`src/hw/speed_sel_pkg.sv`:
```
// package: constants and types for the multispeed and jog select block
// Summary of operation
// - mode 00 is binary with sixteen speeds, mode 01 is bit with eight
// - binary index from four selectors, selector 1 least significant
// - input function codes 02..05 map to binary selectors 1..4
// - binary speeds 1..15 read the fifteen-entry speed table
// - speed 0 from base frequency or setting (operator) or analog (terminal)
// - table entries are 0.00 or start frequency up to maximum frequency
// - terminal source, reversible analog, negative sum reverses rotation
// - binary selection applied only after inputs stay stable for the delay
// - input function codes 32..38 map to bit selectors 1..7
// - bit speeds 1..7 read the first seven table entries
// - lowest-numbered active bit selector wins, none active gives speed 0
// - input function code 06 is the jog command
// - jog frequency is 0.0 or start frequency up to 9.99 Hz, output while jogging
// - jog stop method picks free-run, deceleration or dc braking, and run permission
// - modes 00..02: no jogging if forward run came before jog
// - modes 03..05: jog anyway, jog dropping first means free-run stop
// - each input normally open (00) or normally closed (01) before decoding
package speed_sel_pkg;
  // ---------------------------------------------------------------------------
  // widths and codes
  // ---------------------------------------------------------------------------
  localparam int          FREQ_W         = 16;       // hz in units of 0.01
  localparam int          NUM_TERM       = 8;
  localparam logic [1:0]  MODE_BINARY    = 2'h0;
  localparam logic [1:0]  MODE_BIT       = 2'h1;
  localparam logic [7:0]  FN_BIN_SEL0    = 8'h02;    // codes printed in decimal
  localparam logic [7:0]  FN_JOG        = 8'h06;
  localparam logic [7:0]  FN_BIT_SEL1    = 8'h20;    // decimal 32
  localparam logic [7:0]  FN_BIT_SEL7    = 8'h26;    // decimal 38
  localparam logic [1:0]  SRC_OPERATOR   = 2'h0;
  localparam logic [1:0]  SRC_TERMINAL   = 2'h1;
  localparam logic [FREQ_W-1:0] JOG_MAX_FREQ = 16'h03E7; // 9.99 Hz
  localparam logic [FREQ_W-1:0] FREQ_ZERO    = 16'h0000;
  localparam logic [2:0]  JOG_STOP_LAST_BLOCK = 3'h2; // 00..02 forbid run-first
  localparam logic [2:0]  JOG_STOP_MAX   = 3'h5;
  // ---------------------------------------------------------------------------
  // reset values
  // ---------------------------------------------------------------------------
  localparam logic [3:0]  RST_SPEED_IDX  = 4'h0;
  localparam logic [15:0] RST_COUNT      = 16'h0000;
  localparam logic [15:0] SETTLE_W_MAX   = 16'hFFFF;

  typedef enum logic [1:0] {
    STOP_FREE = 2'b00,
    STOP_DECEL = 2'b01,
    STOP_DCBRAKE = 2'b10
  } stop_kind_t;

  typedef enum logic [1:0] {
    JOG_IDLE    = 2'b00,
    JOG_RUN     = 2'b01,
    JOG_BLOCKED = 2'b10
  } jog_state_t;
endpackage

```
`src/hw/input_sync3.sv`:
```
// three-stage input synchroniser with agreement filter
`timescale 1ns/1ns
module input_sync3 #(
  parameter int W = 8
) (
  input  wire logic         core_clk,  // system clock
  input  wire logic         rstn,      // sync reset, active low
  input  wire logic [W-1:0] raw,       // asynchronous pins
  output logic      [W-1:0] clean      // agreed level
);
  logic [W-1:0] s1_q, s2_q, s3_q, clean_q;
  logic [W-1:0] clean_d;

  // a bit changes only when stage two and three agree; stage one feeds only stage two
  always_comb begin
    clean_d = clean_q;
    for (int i = 0; i < W; i++) begin
      if (s2_q[i] == s3_q[i]) begin
        clean_d[i] = s3_q[i];
      end
    end
  end

  always_ff @(posedge core_clk) begin
    if (!rstn) begin
      s1_q    <= '0;
      s2_q    <= '0;
      s3_q    <= '0;
      clean_q <= '0;
    end else begin
      s1_q    <= raw;
      s2_q    <= s1_q;
      s3_q    <= s2_q;
      clean_q <= clean_d;
    end
  end

  assign clean = clean_q;
endmodule // input_sync3

```
`src/hw/multispeed_jog_select.sv`:
```
// multispeed and jog frequency command selection
`timescale 1ns/1ns
module multispeed_jog_select (
  input  wire logic        core_clk,              // 250 MHz system clock
  input  wire logic        rstn,                  // sync reset, active low
  input  wire logic [7:0]  term_in,               // intelligent input pins 1..8
  input  wire logic        run_forward,           // forward run pin
  input  wire logic        run_reverse,           // reverse run pin
  input  wire logic [63:0] input_func_assign,     // 8 bits of function code per pin
  input  wire logic [7:0]  input_polarity_sel,    // 1 = normally closed
  input  wire logic [1:0]  multispeed_mode_sel,   // 00 binary, 01 bit
  input  wire logic [1:0]  freq_source_sel,       // 00 operator, 01 terminal
  input  wire logic [1:0]  motor_sel,             // base set 1..3 (0..2)
  input  wire logic [15:0] speed0_freq_m1,        // base speed, motor 1
  input  wire logic [15:0] speed0_freq_m2,        // base speed, motor 2
  input  wire logic [15:0] speed0_freq_m3,        // base speed, motor 3
  input  wire logic [15:0] output_freq_setting,   // operator setting
  input  wire logic        use_freq_setting,      // operator speed 0 from setting
  input  wire logic [239:0] speed_freq_table,     // speeds 1..15, 16 bits each
  input  wire logic [15:0] jog_freq,              // jog frequency
  input  wire logic [2:0]  jog_stop_method,       // 00..05
  input  wire logic [15:0] select_settle_delay,   // settle delay in clocks
  input  wire logic [15:0] start_freq,            // start frequency
  input  wire logic [15:0] max_freq,              // maximum frequency
  input  wire logic signed [16:0] analog_main,    // main analog command
  input  wire logic signed [16:0] analog_aux,     // auxiliary analog command
  input  wire logic        analog_reversible,     // analog mode allows reverse
  input  wire logic        motor_running,         // motor currently turning
  output logic [15:0]      freq_cmd,              // frequency command
  output logic             dir_reverse,           // commanded rotation reversed
  output logic             run_cmd,               // run request to drive
  output logic             jog_active,            // jogging in progress
  output logic [1:0]       stop_kind,             // stop method on next stop
  output logic [3:0]       speed_index            // applied speed number
);
  // ---------------------------------------------------------------------------
  // input synchronisation and polarity
  // ---------------------------------------------------------------------------
  logic [9:0] pins_s;
  logic [7:0] term_act;
  logic       fw_act, rv_act;

  input_sync3 #(.W(10)) u_sync (
    .core_clk (core_clk),
    .rstn     (rstn),
    .raw      ({run_reverse, run_forward, term_in}),
    .clean    (pins_s)
  );

  assign term_act = pins_s[7:0] ^ input_polarity_sel;
  assign fw_act   = pins_s[8];
  assign rv_act   = pins_s[9];

  // ---------------------------------------------------------------------------
  // function decoding
  // ---------------------------------------------------------------------------
  // or of all terminals assigned a given function code
  function automatic logic func_on(input logic [63:0] fa, input logic [7:0] act,
                                   input logic [7:0] code);
    logic r;
    r = 1'b0;
    for (int t = 0; t < speed_sel_pkg::NUM_TERM; t++) begin
      if (fa[t*8 +: 8] == code && act[t]) begin
        r = 1'b1;
      end
    end
    return r;
  endfunction

  // clamp a table entry to 0 or start..max
  function automatic logic [15:0] legal_freq(input logic [15:0] f, input logic [15:0] lo,
                                             input logic [15:0] hi);
    logic [15:0] r;
    r = f;
    if (f == speed_sel_pkg::FREQ_ZERO) begin
      r = speed_sel_pkg::FREQ_ZERO;
    end else if (f < lo) begin
      r = lo;
    end else if (f > hi) begin
      r = hi;
    end
    return r;
  endfunction

  logic [3:0] bin_raw;
  logic [7:1] bit_sel;
  logic       jog_in;

  genvar g;
  generate
    for (g = 0; g < 4; g++) begin : g_bin
      assign bin_raw[g] = func_on(input_func_assign, term_act,
                                  speed_sel_pkg::FN_BIN_SEL0 + 8'(g));
    end
    for (g = 1; g < 8; g++) begin : g_bit
      assign bit_sel[g] = func_on(input_func_assign, term_act,
                                  speed_sel_pkg::FN_BIT_SEL1 + 8'(g - 1));
    end
  endgenerate

  assign jog_in = func_on(input_func_assign, term_act, speed_sel_pkg::FN_JOG);

  // ---------------------------------------------------------------------------
  // binary selector settle filter
  // ---------------------------------------------------------------------------
  // slow delays hurt response; a zero delay applies the new pattern on the second clock
  logic [3:0]  bin_last_q, bin_last_d;
  logic [3:0]  bin_ok_q, bin_ok_d;
  logic [15:0] settle_q, settle_d;

  always_comb begin
    bin_last_d = bin_raw;
    bin_ok_d   = bin_ok_q;
    settle_d   = settle_q;
    if (bin_raw != bin_last_q) begin
      settle_d = speed_sel_pkg::RST_COUNT;
    end else if (settle_q >= select_settle_delay) begin
      bin_ok_d = bin_raw;
    end else begin
      settle_d = settle_q + 16'h0001;
    end
  end

  always_ff @(posedge core_clk) begin
    if (!rstn) begin
      bin_last_q <= speed_sel_pkg::RST_SPEED_IDX;
      bin_ok_q   <= speed_sel_pkg::RST_SPEED_IDX;
      settle_q   <= speed_sel_pkg::RST_COUNT;
    end else begin
      bin_last_q <= bin_last_d;
      bin_ok_q   <= bin_ok_d;
      settle_q   <= settle_d;
    end
  end

  // ---------------------------------------------------------------------------
  // jog sequencing
  // ---------------------------------------------------------------------------
  speed_sel_pkg::jog_state_t jog_q, jog_d;
  logic fw_prev_q, jog_prev_q;
  logic run_allowed_first;
  logic run_any;
  logic free_stop_q, free_stop_d;

  assign run_allowed_first = (jog_stop_method > speed_sel_pkg::JOG_STOP_LAST_BLOCK);
  assign run_any = fw_act | rv_act;

  // jog must precede run; a run seen first blocks jogging in modes 00..02
  always_comb begin
    jog_d       = jog_q;
    free_stop_d = free_stop_q;
    case (jog_q)
      speed_sel_pkg::JOG_IDLE: begin
        if (jog_in && run_any) begin
          // run seen a clock ahead of jog, or a turning motor, refuses 00..02
          if (!run_allowed_first && (motor_running || (fw_prev_q && !jog_prev_q))) begin
            jog_d = speed_sel_pkg::JOG_BLOCKED;
          end else begin
            jog_d       = speed_sel_pkg::JOG_RUN;
            free_stop_d = 1'b0;
          end
        end else if (run_any && !jog_in && !run_allowed_first) begin
          jog_d = speed_sel_pkg::JOG_BLOCKED;
        end
        if (!run_any) begin
          free_stop_d = 1'b0;
        end
      end
      speed_sel_pkg::JOG_RUN: begin
        if (!jog_in && run_any) begin
          jog_d       = speed_sel_pkg::JOG_IDLE;
          free_stop_d = 1'b1;
        end else if (!run_any) begin
          jog_d = speed_sel_pkg::JOG_IDLE;
        end
      end
      speed_sel_pkg::JOG_BLOCKED: begin
        if (!run_any) begin
          jog_d = speed_sel_pkg::JOG_IDLE;
        end
      end
      default: begin
        jog_d = speed_sel_pkg::JOG_IDLE;
      end
    endcase
  end

  always_ff @(posedge core_clk) begin
    if (!rstn) begin
      jog_q       <= speed_sel_pkg::JOG_IDLE;
      fw_prev_q   <= 1'b0;
      jog_prev_q  <= 1'b0;
      free_stop_q <= 1'b0;
    end else begin
      jog_q       <= jog_d;
      fw_prev_q   <= run_any;
      jog_prev_q  <= jog_in;
      free_stop_q <= free_stop_d;
    end
  end

  // ---------------------------------------------------------------------------
  // speed selection
  // ---------------------------------------------------------------------------
  logic [3:0]  idx_sel;
  logic [15:0] speed0_f;
  logic [15:0] table_f;
  logic signed [17:0] analog_sum;
  logic        analog_neg;
  logic [15:0] analog_mag;

  assign analog_sum = {analog_main[16], analog_main} + {analog_aux[16], analog_aux};
  assign analog_neg = analog_sum < 0;
  assign analog_mag = analog_neg ? 16'(-analog_sum) : 16'(analog_sum);

  // bit mode: lowest active selector wins, higher ones ignored
  always_comb begin
    idx_sel = speed_sel_pkg::RST_SPEED_IDX;
    if (multispeed_mode_sel == speed_sel_pkg::MODE_BIT) begin
      for (int s = 7; s >= 1; s--) begin
        if (bit_sel[s]) begin
          idx_sel = 4'(s);
        end
      end
    end else if (multispeed_mode_sel == speed_sel_pkg::MODE_BINARY) begin
      idx_sel = bin_ok_q;
    end
  end

  // speed 0 source depends on frequency source
  always_comb begin
    speed0_f = analog_mag;
    if (freq_source_sel == speed_sel_pkg::SRC_OPERATOR) begin
      if (use_freq_setting) begin
        speed0_f = output_freq_setting;
      end else begin
        case (motor_sel)
          2'h1:    speed0_f = speed0_freq_m2;
          2'h2:    speed0_f = speed0_freq_m3;
          default: speed0_f = speed0_freq_m1;
        endcase
      end
    end
  end

  assign table_f = (idx_sel == 4'h0) ? speed0_f :
                   legal_freq(speed_freq_table[(idx_sel - 4'h1)*16 +: 16],
                              start_freq, max_freq);

  // ---------------------------------------------------------------------------
  // output registers
  // ---------------------------------------------------------------------------
  logic [15:0] freq_q, freq_d, jog_f;
  logic        rev_q, rev_d, run_q, run_d, jact_q, jact_d;
  logic [1:0]  stop_q, stop_d;
  logic [3:0]  idx_q;

  assign jog_f = legal_freq(jog_freq, start_freq, speed_sel_pkg::JOG_MAX_FREQ);

  always_comb begin
    // follow the next state so jog flag and run request move on the same edge
    jact_d = (jog_d == speed_sel_pkg::JOG_RUN);
    freq_d = jact_d ? jog_f : table_f;
    run_d  = run_any && (jog_q != speed_sel_pkg::JOG_BLOCKED || !jog_in);
    rev_d  = rv_act && !fw_act;
    if (freq_source_sel == speed_sel_pkg::SRC_TERMINAL && analog_reversible &&
        idx_sel == 4'h0 && analog_neg && !jact_d) begin
      rev_d = !rev_d;
    end
    case (jog_stop_method)
      3'h0, 3'h3: stop_d = speed_sel_pkg::STOP_FREE;
      3'h1, 3'h4: stop_d = speed_sel_pkg::STOP_DECEL;
      3'h2, 3'h5: stop_d = speed_sel_pkg::STOP_DCBRAKE;
      default:    stop_d = speed_sel_pkg::STOP_DECEL;
    endcase
    if (free_stop_d) begin
      stop_d = speed_sel_pkg::STOP_FREE;
      run_d  = 1'b0;
    end
  end

  always_ff @(posedge core_clk) begin
    if (!rstn) begin
      freq_q <= speed_sel_pkg::FREQ_ZERO;
      rev_q  <= 1'b0;
      run_q  <= 1'b0;
      jact_q <= 1'b0;
      stop_q <= speed_sel_pkg::STOP_FREE;
      idx_q  <= speed_sel_pkg::RST_SPEED_IDX;
    end else begin
      freq_q <= freq_d;
      rev_q  <= rev_d;
      run_q  <= run_d;
      jact_q <= jact_d;
      stop_q <= stop_d;
      idx_q  <= idx_sel;
    end
  end

  assign freq_cmd    = freq_q;
  assign dir_reverse = rev_q;
  assign run_cmd     = run_q;
  assign jog_active  = jact_q;
  assign stop_kind   = stop_q;
  assign speed_index = idx_q;
endmodule // multispeed_jog_select

```
`config.mk`:
```
export PLATFORM = sky130hd
export DESIGN_NAME = multispeed_jog_select
export DESIGN_NICKNAME = d
export VERILOG_FILES = /design/src/hw/speed_sel_pkg.sv /design/src/hw/input_sync3.sv /design/src/hw/multispeed_jog_select.sv
export SDC_FILE = /design/constraint.sdc
export NUM_CORES = 1
export LEC_CHECK = 0
export BUFFER_PORTS_ARGS = -buffer_cell sky130_fd_sc_hd__clkbuf_2
export CAP_MARGIN = 40
export CELL_PAD_IN_SITES_DETAIL_PLACEMENT = 2
export CELL_PAD_IN_SITES_GLOBAL_PLACEMENT = 2
export CORE_MARGIN = 1
export CORE_UTILIZATION = 27
export CTS_CLUSTER_SIZE = 25
export DETAILED_ROUTE_END_ITERATION = 8
export GPL_TIMING_DRIVEN = 0
export PLACE_DENSITY_LB_ADDON = 0.25
export SYNTH_ARGS = -nofsm -noshare
export SYNTH_HDL_FRONTEND = slang
export SYNTH_SLANG_ARGS = --single-unit
```
`constraint.sdc`:
```
create_clock -name core_clk -period 17 [get_ports core_clk]
set_input_delay 0.85 -clock core_clk [delete_from_list [all_inputs] [get_ports core_clk]]
set_output_delay 0.85 -clock core_clk [all_outputs]
set_load 0.005 [all_outputs]
```
==> reports/summary.md, run 1 <==
* sky130_fd_sc_hd__dfxtp_1 18%, sky130_fd_sc_hd__ha_1 9.4%, sky130_fd_sc_hd__mux4_2 7.1% — largest cells by area after synthesis
* 0.0389 mm2 — core area
* 83 — count of distinct cell types in the synthesized netlist
* 14000 — via count of the first global-routing pass
* 0.981 ns — transition time of the tightest slew-check pin
* 0.771 mW — Design Power
* 0.276 — Starting Density
* 0.0107 mm2 — cell area after technology mapping
* 9 — number of buffer and inverter stages on the critical path
* 0.0384 — met3 usage
* 94 — clock sink total
* 46.4 uV — Worst VDD drop
* sky130_fd_sc_hd__clkbuf_16 — buffer type at the clock tree root
* 18 — maximum number of pins on one net before global-route repair
* 0 — count of cells resized by post-cts repair
* sky130_fd_sc_hd__dfxtp_1 — top_reg_cell synth
* 23.3 um — routed length per instance
* 13000 — via count of the routed design
* 49500 um — total half-perimeter wirelength after legalization and detailed placement
* 0.0129 ns — worst setup skew after layout
* 11 — maximum fanout along the worst path
* 1938 — Net Count, Synth
* 0 — number of endpoints failing setup at the final stage
* 0 — number of enable-type register cells in the synthesized netlist
* 3 — H-Tree Level Count
* 575 — DRC violation total after the first TritonRoute iteration
* 0.349 — global routing usage on met1
* 0.619 — post-route fraction of the period consumed by the critical path
* reg2reg — worst min path class
* register — critical path endpoint category
* 72 — Placement Rows
* 2 — buffers from clock root to sink, at most
* buffers and inverters — kind of cell with the highest combined delay on the critical path
* 4701 — number of fillers in the final layout
* 0.36 ns — source-to-sink clock delay at the later pin of the worst-skew pair
* 33.4% — Area growth syn-to-layout
* 0.175 — Synth top area share
* 0.175 — Seq/Total Area, Yosys
* 0 — Post-CTS Setup Bufs
* 0 — Hold Buf Count CTS
* 94 — Yosys reg bits
* 5 — length of the first detailed-routing pass in iterations
* 0 — number of hold violations in the final report
* complete, no violations — result of the run
* 6.48 ns — post-route setup slack
* yes — CTS tree
* 82800 um — global-route wire length before repair
* 202 um — overall die width
* 521 x sky130_fd_sc_hd__clkbuf_2, 138 x sky130_fd_sc_hd__nand2_1, 123 x sky130_fd_sc_hd__nor2_1 — commonest cells after routing, fill and taps aside
* 7.91 um2 — synthesized area per cell
* 0.468 — routing usage on met2
* 202 um — Die H
* 56300 um — Detailed Route WL
* 5.37 — detail-routed via count per cell
* 0.268 — GR Util All Layers
* 6.73 nW — static leakage
* 521 — buffers added on ports
* primary input — CP Launch Type
* 0.0406 mm2 — Die Outline Area
* 0.338 — ratio of cells with drive above 1 in the final layout
* 9 — clock buffers created by TritonCTS
* 10.52 ns — Period minus WS final
* sky130_fd_sc_hd__dfxtp_1 — library cell with the largest summed area after synthesis
* 0 — number of routed nets with antenna violations
* 0 — fraction of synthesis flops using an asynchronous set or reset pin
* 2473 — # nets final
* no — unrepaired setup endpoints after global routing
* 0.67 ns — worst stage delay on the critical path
* 10.76 ns — CP arrival
* 17.24 ns — required time of the critical path
* 0.438 ns — Min Hold Slack
* 0.339 — Max-Slew Margin vs Limit
* met2 — most used routing layer in global routing
* 0 — Synth warnings
* 10 — number of antenna violations at the first check in global routing
* 6.35 ns — Placement Setup Slack
* 0 — Residual DRC
* 0.928 — Placer Congestion
* 0 — max-slew violation count
* 95.1 MHz — max frequency
* 0 — max cap viols
* 0 — sum of overflow across all layers after global routing
* sky130_fd_sc_hd__clkbuf_2 — commonest non-fill, non-tap cell in the layout
* sky130_fd_sc_hd__clkbuf_1 — Critical-path top delay cell
* in2reg — type of the worst setup path
* 0.07 ns — clock-pin slew on the worst setup and hold paths
* 523 — # IOs
* 53.8 mW/mm2 — Pwr per Cell Area
* 1358 — number of standard cells after synthesis
* 0 ns — Fin Setup TNS
per-stage QoR:
step	cells	utilization	instance area, um2
final	2418	0.368	14300
after global routing	2418	0.368	14300
after CTS	2416	0.368	14300
after detailed placement	2400	0.360	14000
after global placement	2397	0.360	14000
after floorplan	1358	-	10700
logic make-up after synthesis:
family | count (synthesis) | synth area share
mux | 130 | 0.166
flops | 94 | 0.175
compound gates | 332 | 0.205
fa+ha+maj | 83 | 0.0971
xor+xnor | 56 | 0.0481
buf+inv | 132 | 0.0512
simple gates | 531 | 0.257
Yosys cell counts, types with 7 or more instances:
master and number:
sky130_fd_sc_hd__nor4b_2 8, sky130_fd_sc_hd__ha_1 81, sky130_fd_sc_hd__a221oi_1 8, sky130_fd_sc_hd__nor3b_1 13, sky130_fd_sc_hd__xnor2_1 35, sky130_fd_sc_hd__o21ai_0 71, sky130_fd_sc_hd__clkbuf_1 31, sky130_fd_sc_hd__nor3_1 28
sky130_fd_sc_hd__dfxtp_1 94, sky130_fd_sc_hd__o2111ai_1 10, sky130_fd_sc_hd__mux2_2 18, sky130_fd_sc_hd__a31oi_1 11, sky130_fd_sc_hd__nand2b_1 11, sky130_fd_sc_hd__or3_1 13, sky130_fd_sc_hd__nor2_1 123, sky130_fd_sc_hd__buf_2 8
sky130_fd_sc_hd__nand2_1 138, sky130_fd_sc_hd__o22ai_1 11, sky130_fd_sc_hd__inv_1 81, sky130_fd_sc_hd__a22oi_1 18, sky130_fd_sc_hd__nor4_1 17, sky130_fd_sc_hd__o21a_1 7, sky130_fd_sc_hd__a21o_1 34, sky130_fd_sc_hd__xor2_1 19
sky130_fd_sc_hd__and2_1 43, sky130_fd_sc_hd__mux4_2 34, sky130_fd_sc_hd__mux2i_1 75, sky130_fd_sc_hd__nand4_1 45, sky130_fd_sc_hd__nand3_1 27, sky130_fd_sc_hd__nor2b_1 17, sky130_fd_sc_hd__and3_1 8, sky130_fd_sc_hd__a21oi_1 81
worst paths after layout:
path / from / end / slack (ns) / cells past startpoint
setup / recovery: input_polarity_sel[4] / freq_cmd[5] / 6.48 / 34
hold / removal: u_sync.s1_q[6] / u_sync.s2_q[6] / 0.44 / 1
setup reg to reg: u_sync.clean[4] / freq_cmd[5] / 6.70 / 33
hold reg to reg: u_sync.s1_q[6] / u_sync.s2_q[6] / 0.44 / 1
metal layers:
layer	vias up	wire length [um]
li1	6138	-
met1	6439	25500
met2	343	27500
met3	47	2510
met4	10	701
met5	-	62
flip-flops by register name, summed over array words and instances, names as in the netlist:
name          cells
jog_active        1
stop_kind         2
bin_last_q        4
fw_prev_q         1
free_stop_q       1
dir_reverse       1
run_cmd           1
jog_q             2
bin_ok_q          4
jog_prev_q        1
freq_cmd         16
speed_index       4
u_sync.clean     10
settle_q         16
u_sync.s2_q      10
u_sync.s1_q      10
u_sync.s3_q      10
cell type report:
class | count | area (um2) | area share
clock inverters | 6 | 76.3 | 0.00532
plain buffers | 49 | 239 | 0.0167
multi-input cells | 1132 | 8320 | 0.580
diodes | 2 | 5.00 | 0.000349
clock buffers | 10 | 229 | 0.0160
flip-flops and latches | 94 | 1880 | 0.131
well taps | 518 | 648 | 0.0452
repair buffers | 524 | 2630 | 0.183
inverters | 83 | 312 | 0.0217
worst register-to-register path: cells and delay by family, from the launching register on:
family          cells  cell delay [ns]
compound gates     10             2.65
xor+xnor            1             0.67
fa+ha+maj           2             0.72
buf+inv             8             2.99
flops               1             0.38
mux                 4             0.74
simple gates        8             2.05
where the power goes:
part	total [mW]	switching (mW)	internal, mW
combinational	0.320	0.178	0.142
clock	0.215	0.0975	0.117
sequential	0.237	0.00501	0.232
total	0.771	0.280	0.491
Note: power is estimated with default switching activity, not from simulation.
==> run 2: changes to the inputs <==
--- a/config.mk
+++ b/config.mk
@@ -5,12 +5,13 @@
 export SDC_FILE = /design/constraint.sdc
 export NUM_CORES = 1
 export LEC_CHECK = 0
+export ABC_AREA = 1
 export BUFFER_PORTS_ARGS = -buffer_cell sky130_fd_sc_hd__clkbuf_2
 export CAP_MARGIN = 40
 export CELL_PAD_IN_SITES_DETAIL_PLACEMENT = 2
 export CELL_PAD_IN_SITES_GLOBAL_PLACEMENT = 2
 export CORE_MARGIN = 1
-export CORE_UTILIZATION = 27
+export CORE_UTILIZATION = 23
 export CTS_CLUSTER_SIZE = 25
 export DETAILED_ROUTE_END_ITERATION = 8
 export GPL_TIMING_DRIVEN = 0
==> constraint.sdc (replaced) <==
create_clock -name core_clk -period 10.8 [get_ports core_clk]
set_input_delay 0.54 -clock core_clk [delete_from_list [all_inputs] [get_ports core_clk]]
set_output_delay 0.54 -clock core_clk [all_outputs]
set_load 0.005 [all_outputs]
==> reports/summary.md, run 2 <==
* 94 — clock sink total, unchanged
* 0 — count of cells resized by post-cts repair, unchanged
* 0.948 — Placer Congestion, +2.1%
* 0 — number of routed nets with antenna violations, unchanged
* sky130_fd_sc_hd__clkbuf_16 — buffer type at the clock tree root
* 0 — Residual DRC, unchanged
* 0 — Post-CTS Setup Bufs, unchanged
* 0.00188 mm2 — register cell area after layout, unchanged
* sky130_fd_sc_hd__dfxtp_1 16%, sky130_fd_sc_hd__nand2_1 12%, sky130_fd_sc_hd__ha_1 8.8% — largest cells by area after synthesis
* 3 — H-Tree Level Count, unchanged
* 225 um — Die H, +12%
* 56400 um — total half-perimeter wirelength after legalization and detailed placement, +14%
* 3133 — Post-Layout Cell Count, +30%
* 0.250 — GR Util All Layers, -0.0177
* 0.272 — ratio of cells with drive above 1 in the final layout, -0.0659
* sky130_fd_sc_hd__buf_1 — Critical-path top delay cell
* 0 — Synth warnings, unchanged
* 356 x sky130_fd_sc_hd__nand2_1, 265 x sky130_fd_sc_hd__inv_1, 242 x sky130_fd_sc_hd__nor2_1 — synth cell count leaders
* 2 — buffers from clock root to sink, at most, unchanged
* 66.9 uV — Worst VDD drop, +44%
* 0.849 ns — transition time of the tightest slew-check pin, -0.132 ns
* 0.0491 mm2 — core area, +26%
* in2reg — type of the worst setup path
* complete, no violations — result of the run
* 5 — length of the first detailed-routing pass in iterations, unchanged
* 11.03 ns — required time of the critical path, -6.21 ns
* register — critical path endpoint category
* 6243 — number of fillers in the final layout, +33%
* 0.234 — Starting Density, -0.0422
* 0 — sum of overflow across all layers after global routing, unchanged
* primary input — CP Launch Type
* 0 ns — Fin Setup TNS, unchanged
* 0.429 — Max-Slew Margin vs Limit, +0.0894
* sky130_fd_sc_hd__nand2_1 — cell mode on critical path
* 0 — max cap viols, unchanged
* 0.696 — post-route fraction of the period consumed by the critical path
* 83.8 mW/mm2 — Pwr per Cell Area, +56%
* 0.164 — Synth top area share, -0.0111
* sky130_fd_sc_hd__dfxtp_1 — top_reg_cell synth
* 7.75 ns — CP arrival, -3.01 ns
* met2 — most used routing layer in global routing
* 0.0265 — met3 usage, -0.0119
* 10 — number of buffer and inverter stages on the critical path, +1
* 96900 um — global-route wire length before repair, +17%
* 0.324 — global routing usage on met1, -0.0247
* buffers and inverters — kind of cell with the highest combined delay on the critical path
* 0 — number of enable-type register cells in the synthesized netlist, unchanged
* 0.441 — routing usage on met2, -0.0272
* in2reg — worst min path class
* 0 — number of endpoints failing setup at the final stage, unchanged
* 0.0508 mm2 — Die Outline Area, +25%
* 3114 — number of instances in the placed design, +30%
* 0.00804 mm2 — multi-input gate area in the final layout, -3.4%
* 9 — clock buffers created by TritonCTS, unchanged
* 0.0115 ns — worst setup skew after layout, -0.00146 ns
* 133 MHz — max frequency
* no — unrepaired setup endpoints after global routing
* 0 — Hold Buf Count CTS, unchanged
* 0.0115 mm2 — cell area after technology mapping, +6.8%
* 521 — buffers added on ports, unchanged
* 15500 — via count of the routed design, +19%
* sky130_fd_sc_hd__nand2_1 — library cell with the highest instance count after synthesis
* 20.6 um — routed length per instance, -12%
* 18 — maximum number of pins on one net before global-route repair, unchanged
* 3042 — # nets final, +23%
* 3 — number of antenna violations at the first check in global routing, -7
* 0.164 — Seq/Total Area, Yosys, -0.0111
* sky130_fd_sc_hd__clkbuf_2 — commonest non-fill, non-tap cell in the layout
* 523 — # IOs, unchanged
* 521 x sky130_fd_sc_hd__clkbuf_2, 356 x sky130_fd_sc_hd__nand2_1, 265 x sky130_fd_sc_hd__inv_1 — commonest cells after routing, fill and taps aside
* 0.0152 mm2 — Final Cell Area, +6.2%
* 32.7% — Area growth syn-to-layout
* yes — CTS tree
* 2508 — Net Count, Synth, +29%
* 7.52 ns — Period minus WS final
* 0 — fraction of synthesis flops using an asynchronous set or reset pin, unchanged
* 0.310 — final core area utilization, -0.0580
* 81 — Placement Rows, +13%
* 578 — DRC violation total after the first TritonRoute iteration, +0.52%
* 0 — number of hold violations in the final report, unchanged
* 0.0149 mm2 — instance area at placement, +6.4%
* 0.38 ns — source-to-sink clock delay at the later pin of the worst-skew pair, +0.02 ns
* 94 — Yosys reg bits, unchanged
* 5.95 um2 — synthesized area per cell, -25%
* 68 — count of distinct cell types in the synthesized netlist, -18%
* 64600 um — Detailed Route WL, +15%
* sky130_fd_sc_hd__dfxtp_1 — library cell with the largest summed area after synthesis
* 7.95 nW — static leakage, +18%
* 16700 — via count of the first global-routing pass, +20%
* 0.53 ns — worst stage delay on the critical path, -0.14 ns
* 0 — max-slew violation count, unchanged
* 0.08 ns — clock-pin slew on the worst setup and hold paths, about the same
* 11 — maximum fanout along the worst path, unchanged
* 1928 — number of standard cells after synthesis, +42%
* 4.94 — detail-routed via count per cell, -7.9%
* 225 um — overall die width, +12%
-- run 2: changes by cell type after synthesis, sizes merged, moves of 33 or more --
cell    change
and2       -40
a21oi      +47
mux2i      -75
o221ai     +33
nand3     +167
mux4       -36
o21ai      +75
nand2     +237
inv       +200
nor2      +132
-- run 2: cell type report --
type / count / share of cell area
Sequential cell: 94 / 0.124
Multi-Input combinational cell: 1453 / 0.528
Antenna cell: 2 / 0.000329
Clock inverter: 6 / 0.00329
Timing Repair Buffer: 523 / 0.172
Buffer: 78 / 0.0273
Tap cell: 664 / 0.0546
Clock buffer: 10 / 0.0157
Inverter: 303 / 0.0748
-- run 2: worst reg2reg max path, delay by kind of cell (launching register included) --
| kind | cells | cell delay, ns |
|---|---|---|
| buffers and inverters | 9 | 2.67 |
| adders and majority gates | 2 | 0.74 |
| AOI/OAI and AO/OA | 7 | 1.72 |
| and+or+nand+nor | 17 | 1.80 |
| DFF | 1 | 0.38 |
-- run 2: final timing paths --
check,start,end,slack (ns),depth (start not counted)
min,term_in[4],u_sync.s1_q[4],0.35,3
min reg2reg,u_sync.s1_q[4],u_sync.s2_q[4],0.42,2
max,input_func_assign[15],freq_cmd[13],3.28,37
max reg2reg,u_sync.clean[3],freq_cmd[13],3.31,35
-- run 2: metal layers --
metal,vias to the layer above,wire length [um]
met5,-,13
met4,2,1290
met2,364,31800
met1,7562,29300
met3,56,2210
li1,7499,-
-- run 2: kinds of logic after synthesis --
kind of cell / Yosys count / share of synthesized area
compound gates: 419 / 0.229
xor+xnor: 30 / 0.0252
fa+ha+maj: 82 / 0.0901
buf+inv: 381 / 0.135
flops: 94 / 0.164
simple gates: 922 / 0.356
-- run 2: stage by stage --
| stage | hold WS, ns | power (mW) | setup slack [ns] |
|---|---|---|---|
| floorplan | 0.390 | 0.690 | 5.29 |
| global placement | 0.394 | 0.935 | 2.61 |
| detailed placement | 0.403 | 0.953 | 2.97 |
| CTS | 0.329 | 1.29 | 3.37 |
| global route | 0.340 | 1.36 | 2.85 |
| finish | 0.353 | 1.28 | 3.28 |
-- run 2: power by group --
part	internal (mW)	switching (mW)
clock	0.166	0.162
sequential	0.363	0.00904
combinational	0.218	0.357
total	0.748	0.528
